<file path="src/hdl/led_seq_pkg.sv">
package led_seq_pkg;

	localparam int unsigned CLK_HZ          = 100_000_000;
	// Timebase tick period, all phases are whole multiples of it.
	localparam int unsigned TICK_MS         = 250;
	localparam int unsigned TICK_CYCLES     = CLK_HZ / 1000 * TICK_MS;
	localparam int unsigned S3_PHASE_MS     = 250;
	localparam int unsigned READY_PHASE_MS  = 1000;
	localparam int unsigned UPD_PHASE_MS    = 500;
	localparam int unsigned MEM_PHASE_MS    = 1000;
	localparam int unsigned MEM_PAUSE_MS    = 2500;
	localparam int unsigned THERM_PHASE_MS  = 250;
	localparam int unsigned MEM_PAIRS       = 3;
	localparam int unsigned THERM_BLINKS    = 16;
	localparam int unsigned THERM_TOTAL_MS  = 8000;

	localparam logic [5:0] S3_TICKS    = 6'(S3_PHASE_MS / TICK_MS);
	localparam logic [5:0] READY_TICKS = 6'(READY_PHASE_MS / TICK_MS);
	localparam logic [5:0] UPD_TICKS   = 6'(UPD_PHASE_MS / TICK_MS);
	localparam logic [5:0] MEM_TICKS   = 6'(MEM_PHASE_MS / TICK_MS);
	localparam logic [5:0] PAUSE_TICKS = 6'(MEM_PAUSE_MS / TICK_MS);
	localparam logic [5:0] THERM_TICKS = 6'(THERM_PHASE_MS / TICK_MS);
	// Thermal burst: sixteen blinks over eight seconds means lit/dark pairs.
	localparam logic [5:0] THERM_PHASES = 6'(THERM_TOTAL_MS / THERM_PHASE_MS);
	localparam logic [5:0] MEM_PHASES   = 6'(2 * MEM_PAIRS);

	typedef enum logic [6:0] {
		PAT_OFF   = 7'h01,
		PAT_SOLID = 7'h02,
		PAT_S3    = 7'h04,
		PAT_READY = 7'h08,
		PAT_UPD   = 7'h10,
		PAT_MEM   = 7'h20,
		PAT_THERM = 7'h40
	} pattern_type;

	typedef struct packed {
		logic s0;
		logic s3;
		logic ready_mode;
		logic update;
		logic mem_error;
		logic thermal_trip;
		logic post_error;
	} sys_state_type;

	typedef struct packed {
		logic solid_enable;
		logic s3_alt_blink;
	} led_cfg_type;

endpackage

</file>
<file path="src/hdl/status_led_blink_sequencer.sv">
`timescale 1ns/1ps
`default_nettype none
// Operation
// RQ1: Working state lights primary colour steadily unless configuration disables it.
// RQ2: Standby blinks alternate colour, quarter second lit then dark, endlessly.
// RQ3: Configuration may replace the standby blink with another behaviour.
// RQ4: Low-power ready state blinks primary one second lit, one second dark.
// RQ5: Update starts dark, then half second primary lit/dark until finished.
// RQ6: Memory error: three one-second pairs, 2.5 s dark, repeat until reset.
// RQ7: Thermal trip blinks quarter-second phases, stopping after sixteen blinks over eight seconds.
// RQ8: Self-test error codes override the normal state indication.
// RQ9: Clock-derived timebase; errors over states; new pattern restarts at phase one.
module status_led_blink_sequencer #(
	parameter int unsigned TICK_CYCLES = led_seq_pkg::TICK_CYCLES
) (
	input  wire logic                       clk_i,
	input  wire logic                       rstn_i,
	input  wire led_seq_pkg::sys_state_type state_i,
	input  wire led_seq_pkg::led_cfg_type   cfg_i,
	output logic                            primary_o,
	output logic                            alternate_o,
	output logic                            therm_done_o
);

	logic [31:0]              div;
	logic [31:0]              next_div;
	logic                     tick;
	logic                     next_tick;
	led_seq_pkg::pattern_type pat;
	led_seq_pkg::pattern_type next_pat;
	led_seq_pkg::pattern_type want;
	logic [5:0]               ticks;
	logic [5:0]               next_ticks;
	logic [5:0]               phase;
	logic [5:0]               next_phase;
	logic                     mem_latch;
	logic                     next_mem_latch;
	logic                     therm_done;
	logic                     next_therm_done;
	logic                     next_primary;
	logic                     next_alternate;

	function automatic logic [5:0] phase_len(input led_seq_pkg::pattern_type p,
		input logic [5:0] ph);
		unique case (p)
			led_seq_pkg::PAT_S3:    phase_len = led_seq_pkg::S3_TICKS;
			led_seq_pkg::PAT_READY: phase_len = led_seq_pkg::READY_TICKS;
			led_seq_pkg::PAT_UPD:   phase_len = led_seq_pkg::UPD_TICKS;
			led_seq_pkg::PAT_MEM:   phase_len = (ph == led_seq_pkg::MEM_PHASES) ?
				led_seq_pkg::PAUSE_TICKS : led_seq_pkg::MEM_TICKS;
			led_seq_pkg::PAT_THERM: phase_len = led_seq_pkg::THERM_TICKS;
			default:                phase_len = 6'h01;
		endcase
	endfunction

	// The divider runs free and is not restarted on a pattern change, so a new
	// pattern's first phase may be up to one tick short; one divider serves all.
	// RQ9 derived timebase
	always_comb begin
		next_tick = 1'b0;
		next_div = div + 32'h1;
		if (div >= TICK_CYCLES - 1) begin
			next_div = 32'h0;
			next_tick = 1'b1;
		end
	end

	// RQ9 error priority
	// RQ8 self-test override
	always_comb begin
		want = led_seq_pkg::PAT_OFF;
		if (mem_latch || state_i.mem_error || state_i.post_error) begin
			want = led_seq_pkg::PAT_MEM;
		end else if (state_i.thermal_trip && !therm_done) begin
			want = led_seq_pkg::PAT_THERM;
		end else if (state_i.update) begin
			want = led_seq_pkg::PAT_UPD;
		end else if (state_i.ready_mode) begin
			want = led_seq_pkg::PAT_READY;
		end else if (state_i.s3) begin
			// RQ3 standby override
			want = cfg_i.s3_alt_blink ? led_seq_pkg::PAT_S3 : led_seq_pkg::PAT_OFF;
		end else if (state_i.s0 && cfg_i.solid_enable) begin
			// RQ1 steady working
			want = led_seq_pkg::PAT_SOLID;
		end
	end

	always_comb begin
		next_pat = want;
		next_ticks = ticks;
		next_phase = phase;
		next_mem_latch = mem_latch | state_i.mem_error;
		next_therm_done = therm_done;
		if (!state_i.thermal_trip) begin
			next_therm_done = 1'b0;
		end
		if (want != pat) begin
			// RQ9 restart phase
			next_ticks = 6'h0;
			next_phase = 6'h0;
		end else if (tick) begin
			if (ticks + 6'h1 >= phase_len(pat, phase)) begin
				next_ticks = 6'h0;
				next_phase = phase + 6'h1;
				// RQ6 pause repeat
				if (pat == led_seq_pkg::PAT_MEM && phase == led_seq_pkg::MEM_PHASES) begin
					next_phase = 6'h0;
				end
				if (pat != led_seq_pkg::PAT_MEM && phase[0]) begin
					next_phase = 6'h0;
				end
				// RQ7 burst end
				if (pat == led_seq_pkg::PAT_THERM &&
					phase == led_seq_pkg::THERM_PHASES - 6'h1) begin
					next_therm_done = 1'b1;
					next_phase = 6'h0;
				end
				if (pat == led_seq_pkg::PAT_THERM && phase != led_seq_pkg::THERM_PHASES - 6'h1) begin
					next_phase = phase + 6'h1;
				end
			end else begin
				next_ticks = ticks + 6'h1;
			end
		end
	end

	always_comb begin
		next_primary = 1'b0;
		next_alternate = 1'b0;
		unique case (next_pat)
			led_seq_pkg::PAT_OFF:   next_primary = 1'b0;
			led_seq_pkg::PAT_SOLID: next_primary = 1'b1;
			// RQ2 standby blink
			led_seq_pkg::PAT_S3:    next_alternate = ~next_phase[0];
			// RQ4 ready blink
			led_seq_pkg::PAT_READY: next_primary = ~next_phase[0];
			// RQ5 update dark first
			led_seq_pkg::PAT_UPD:   next_primary = next_phase[0];
			// RQ6 memory code
			led_seq_pkg::PAT_MEM:   next_primary = ~next_phase[0] &&
				(next_phase < led_seq_pkg::MEM_PHASES);
			// The done flag keeps the lamp dark in the cycle before the burst is dropped.
			// RQ7 dark after burst
			led_seq_pkg::PAT_THERM: next_primary = ~next_phase[0] && !next_therm_done;
		endcase
	end

	always_ff @(posedge clk_i or negedge rstn_i) begin
		if (!rstn_i) begin
			div <= 32'h0;
			tick <= 1'b0;
			pat <= led_seq_pkg::PAT_OFF;
			ticks <= 6'h0;
			phase <= 6'h0;
			mem_latch <= 1'b0;
			therm_done <= 1'b0;
			primary_o <= 1'b0;
			alternate_o <= 1'b0;
			therm_done_o <= 1'b0;
		end else begin
			div <= next_div;
			tick <= next_tick;
			pat <= next_pat;
			ticks <= next_ticks;
			phase <= next_phase;
			mem_latch <= next_mem_latch;
			therm_done <= next_therm_done;
			primary_o <= next_primary;
			alternate_o <= next_alternate;
			therm_done_o <= next_therm_done;
		end
	end

	mem_sticky_a: assert property (@(posedge clk_i) disable iff (!rstn_i) // RQ6
		mem_latch |=> pat == led_seq_pkg::PAT_MEM)
		else $error("memory pattern left while error latched");
	solid_on_a: assert property (@(posedge clk_i) disable iff (!rstn_i) // RQ1
		pat == led_seq_pkg::PAT_SOLID && $stable(pat) |-> primary_o)
		else $error("solid pattern not lit");
	s3_colour_a: assert property (@(posedge clk_i) disable iff (!rstn_i) // RQ2
		pat == led_seq_pkg::PAT_S3 |-> !primary_o)
		else $error("standby used primary colour");
	s3_cfg_a: assert property (@(posedge clk_i) disable iff (!rstn_i) // RQ3
		pat == led_seq_pkg::PAT_S3 |-> $past(cfg_i.s3_alt_blink))
		else $error("standby blink while disabled");
	ready_mono_a: assert property (@(posedge clk_i) disable iff (!rstn_i) // RQ4
		pat == led_seq_pkg::PAT_READY |-> !alternate_o)
		else $error("ready used alternate colour");
	upd_dark_a: assert property (@(posedge clk_i) disable iff (!rstn_i) // RQ5
		$changed(pat) && pat == led_seq_pkg::PAT_UPD |-> !primary_o)
		else $error("update did not start dark");
	therm_len_a: assert property (@(posedge clk_i) disable iff (!rstn_i) // RQ7
		pat == led_seq_pkg::PAT_THERM |-> phase < led_seq_pkg::THERM_PHASES)
		else $error("thermal burst overran");
	restart_a: assert property (@(posedge clk_i) disable iff (!rstn_i) // RQ9
		$changed(pat) |-> phase == 6'h0 && ticks == 6'h0)
		else $error("new pattern did not restart");
	post_a: assert property (@(posedge clk_i) disable iff (!rstn_i) // RQ8
		state_i.post_error |=> pat == led_seq_pkg::PAT_MEM)
		else $error("self-test error not shown");
	therm_dark_a: assert property (@(posedge clk_i) disable iff (!rstn_i) // RQ7
		pat == led_seq_pkg::PAT_THERM && therm_done |-> !primary_o)
		else $error("lamp lit after thermal burst ended");
	therm_hold_a: assert property (@(posedge clk_i) disable iff (!rstn_i) // RQ7
		therm_done && state_i.thermal_trip |=> therm_done)
		else $error("thermal burst rearmed while trip still high");
	mem_pause_a: assert property (@(posedge clk_i) disable iff (!rstn_i) // RQ6
		pat == led_seq_pkg::PAT_MEM && phase == led_seq_pkg::MEM_PHASES |-> !primary_o)
		else $error("memory pause not dark");
	upd_prio_a: assert property (@(posedge clk_i) disable iff (!rstn_i) // RQ9
		state_i.update && !state_i.mem_error && !state_i.post_error && !mem_latch &&
		!(state_i.thermal_trip && !therm_done) |=> pat == led_seq_pkg::PAT_UPD)
		else $error("update did not take priority over states");

	mem_c: cover property (@(posedge clk_i) pat == led_seq_pkg::PAT_MEM && phase == 6'h6);
	therm_c: cover property (@(posedge clk_i) therm_done);
	s3_c: cover property (@(posedge clk_i) alternate_o);
	ready_c: cover property (@(posedge clk_i) pat == led_seq_pkg::PAT_READY && phase == 6'h1);
	upd_c: cover property (@(posedge clk_i) pat == led_seq_pkg::PAT_UPD && primary_o);

endmodule
`default_nettype wire

</file>
<file path="config.mk">
export PLATFORM = sky130hd
export DESIGN_NAME = status_led_blink_sequencer
export DESIGN_NICKNAME = d
export VERILOG_FILES = /design/src/hdl/led_seq_pkg.sv /design/src/hdl/status_led_blink_sequencer.sv
export SDC_FILE = /design/constraint.sdc
export NUM_CORES = 1
export LEC_CHECK = 0
export ABC_AREA = 1
export BUFFER_PORTS_ARGS = -buffer_cell sky130_fd_sc_hd__buf_2
export CORE_MARGIN = 3
export CORE_UTILIZATION = 58
export DETAILED_ROUTE_END_ITERATION = 8
export PLACE_DENSITY = 0.76
export SLEW_MARGIN = 10
export SYNTH_ARGS = -nofsm -noshare
export SYNTH_HDL_FRONTEND = slang
export SYNTH_SLANG_ARGS = --single-unit
export TNS_END_PERCENT = 10
</file>
<file path="constraint.sdc">
create_clock -name clk_i -period 3.03 [get_ports clk_i]
set_clock_uncertainty 0.2 [all_clocks]
set_input_delay 0.7575 -clock clk_i [delete_from_list [all_inputs] [get_ports clk_i]]
set_output_delay 0.7575 -clock clk_i [all_outputs]
set_load 0.01 [all_outputs]
</file>
==> impl_metrics.tcl <==
set metrics [dict create \
    status "finished, final reports clean" \
    p_clk_share_pct 20.8 \
    nets 440 \
    met1Wirelength_um 2710 \
    finalPower_mw 1.97 \
    grt_pass1_vias 2178 \
    wirelength_um 5430 \
    intPower_mw 1.24 \
    viasPerCell 4.88 \
    ys_ff_latch 56 \
    cp.required_ps 3040 \
    rr_worst_depth 21 \
    grt_pass1_wl_um 9480 \
    r2r_slack_ps 290 \
    fin_cells 492 \
    report.final.slew_viol_count 0 \
    antenna_cells 0 \
    layout-drive-gt1-share_pct 16.1 \
    drc_errors 0 \
    yosysUniqueCellTypes 37 \
    clkTransAtPathRegs_ps 100 \
    synth_most_common_cell "nand2_1" \
    power_switching_uw 729 \
    synth_cells 395 \
    synth_commonest_cells "nand2_1, inv_1, dfrtp_1, nor2_1, nand3_1" \
    slowest_delay_ps 420 \
    cts_tree "built" \
    track_usage_pct 18.7 \
    cp_max_fo 6 \
    hold_class "input pin to async pin" \
    async_flop_share_pct 100 \
    met2_length_um 2480 \
    fin_crit_sh_pct 90.4 \
    setup_tns_ps 0 \
    netlist_area_um2 3200 \
    numCtsBuffers 5 \
    grt-ovfl-total 0 \
    hold_violations 0 \
    power.leakage_nw 1.77 \
    worstPathArrival_ps 2750 \
    cts_hold_buf 0 \
    cts-root-buf "clkbuf_8" \
    synth_edf_count 0 \
    crit_chain "inv_1, ha_1, nand3_1, nor2_1, a21oi_1, ha_1, nand2_1, nand2_1, nand2_1, nand2_1, nand2_1, nand2_2, nand2_4, inv_2, o21ai_0, nand3_2, nand2_1, a21oi_1, nand2_1, nand2_1, nand2_1" \
    synth.largest_area_cell "dfrtp_1" \
    h-tree-depth 2 \
    crit_path_start_kind "flip-flop" \
    worstSkewPairLatency_ps 310 \
    drv_cap 0 \
    swShare_pct 36.9 \
    syn_to_final_growth_pct 8.41 \
    rows 26 \
    dr.first_iter.drc_count 127 \
    firstDrtPassIters 4 \
    netlist.area_leader.share_pct 43.1 \
    reg2reg_to "primary_o" \
    coreArea_um2 5200 \
    fp.dieH_um 80.2 \
    die-width_um 80.2 \
    ios 14 \
    fp.dieArea_um2 6440 \
    setup_viol 0 \
    port_buffers 13 \
    critPathKind "flip-flop to flip-flop" \
    rsz0062_at_grt "false" \
    period_needed_ps 2740 \
    seqPwrFrac_pct 45.2 \
    power_density_nw_per_um2 570 \
    fin_worst_hold_slack_ps 117 \
    ys.flop_type "dfrtp_1" \
    dp_cells 484 \
    start_util_pct 61.4 \
    hpwlAfterDp_um 4170 \
    synth_seq_area_share_pct 43.9 \
    fill_cells 435 \
    antenna_found_initial 0 \
    place_area_um2 3370 \
    end_kind "flip-flop" \
    critPathSlowestCell "dfrtp_1" \
    clock.fmax_mhz 365 \
    ys_warn_count 0 \
    fin_ws_ps 290 \
    drtAntennaViolNets 0 \
    routed-wl-met3_um 189 \
    cts_setup_buffers 0 \
    avgSynthCellArea_um2 8.09 \
    cts_max_path_buffers 2 \
    irDropWorstVdd_uv 394 \
    stdcell_area_um2 3470 \
    cpMostUsedCell "nand2_1" \
    comb_power_share_pct 33.9 \
    clock_sinks 56 \
    vias 2402 \
    pre_cts_ws_ps 266 \
    top_layer "met4" \
    r2r_start "phase[0]" \
    ys_top_cells_by_area "dfrtp_1, nand2_1, inv_1" \
    grt_start_max_net_pins 27 \
    place_congestion 0.914 \
    utilization_pct 66.6 \
    wire_per_inst_um 11.0 \
]
==> flip-flops by register name (all words and copies together) (netlist names) <==
name and count:
pat 7, phase 6, mem_latch 1, tick 1, alternate_o 1, ticks 6
therm_done 1, primary_o 1, div 32
==> logic make-up after synthesis <==
logic type	after synthesis	synth area share, %
AOI/OAI and AO/OA	24	4.34
xor gates and xnor gates	19	5.21
adders and majority gates	8	3.13
buffers and inverters	69	8.57
DFF	56	43.9
other	1	0.117
and+or+nand+nor	218	34.8
==> metal layers <==
layer	GRT usage, %	vias to the layer above
li1	-	1273
met1	25.4	1087
met2	30.6	37
met3	4.04	5
met4	4.05	0
met5	0	-
==> worst max path at each step <==
stage / to / start / slack (ps)
after detailed placement: primary_o / pat[1] / 270
after global placement: primary_o / state_i[1] / 390
final: primary_o / phase[0] / 290
after CTS: primary_o / pat[1] / 240
after floorplan: primary_o / pat[1] / 550
after global routing: primary_o / pat[1] / 2
==> power by group through the flow <==
stage / Sequential [mW] / Clock, mW / Combinational (mW)
3_3_place_gp: 0.905 / 0 / 0.643
3_5_place_dp: 0.905 / 0 / 0.666
4_1_cts: 0.891 / 0.434 / 0.672
5_1_grt: 0.902 / 0.456 / 0.771
6_report: 0.893 / 0.411 / 0.670
2_1_floorplan: 0.892 / 0 / 0.528
==> layout make-up <==
type                    instances  area [µm²]  share of cell area, %
clock buffers                   5        68.8                   1.99
clock inverters                 3        22.5                  0.650
inverters                      66         248                   7.15
multi-input cells             276        1550                   44.7
flip-flops and latches         56        1400                   40.5
well taps                      70        87.6                   2.53
repair buffers                 16        87.6                   2.53
==> critical path, delay by kind of cell (launching register included) <==
kind / cells / cell delay [ps]
AO/OA/AOI/OAI: 3 / 330
adder cells (fa/ha/maj): 2 / 430
buffers and inverters: 2 / 200
flip-flops: 1 / 420
AND/OR/NAND/NOR: 14 / 1080
==> layout by cell type (no fill, tap or decap), types with 7 or more instances in the layout <==
cell      n
conb_1    7
xor2_1   14
inv_1    61
nor2_1   55
nand3_2   9
a21oi_1  10
buf_2    13
o21ai_0   8
nor3_1    8
nand2_2   8
ha_1      8
dfrtp_1  55
nand3_1  23
nand2_1  84
==> timing repair <==
| item | CTS | global route |
|---|---|---|
| gates resized for setup | 0 | 1 |
| endpoints found under the hold margin | 0 | 0 |
| setup endpoints to repair | 0 | 1 |
Power figures use the tool's default switching activity.
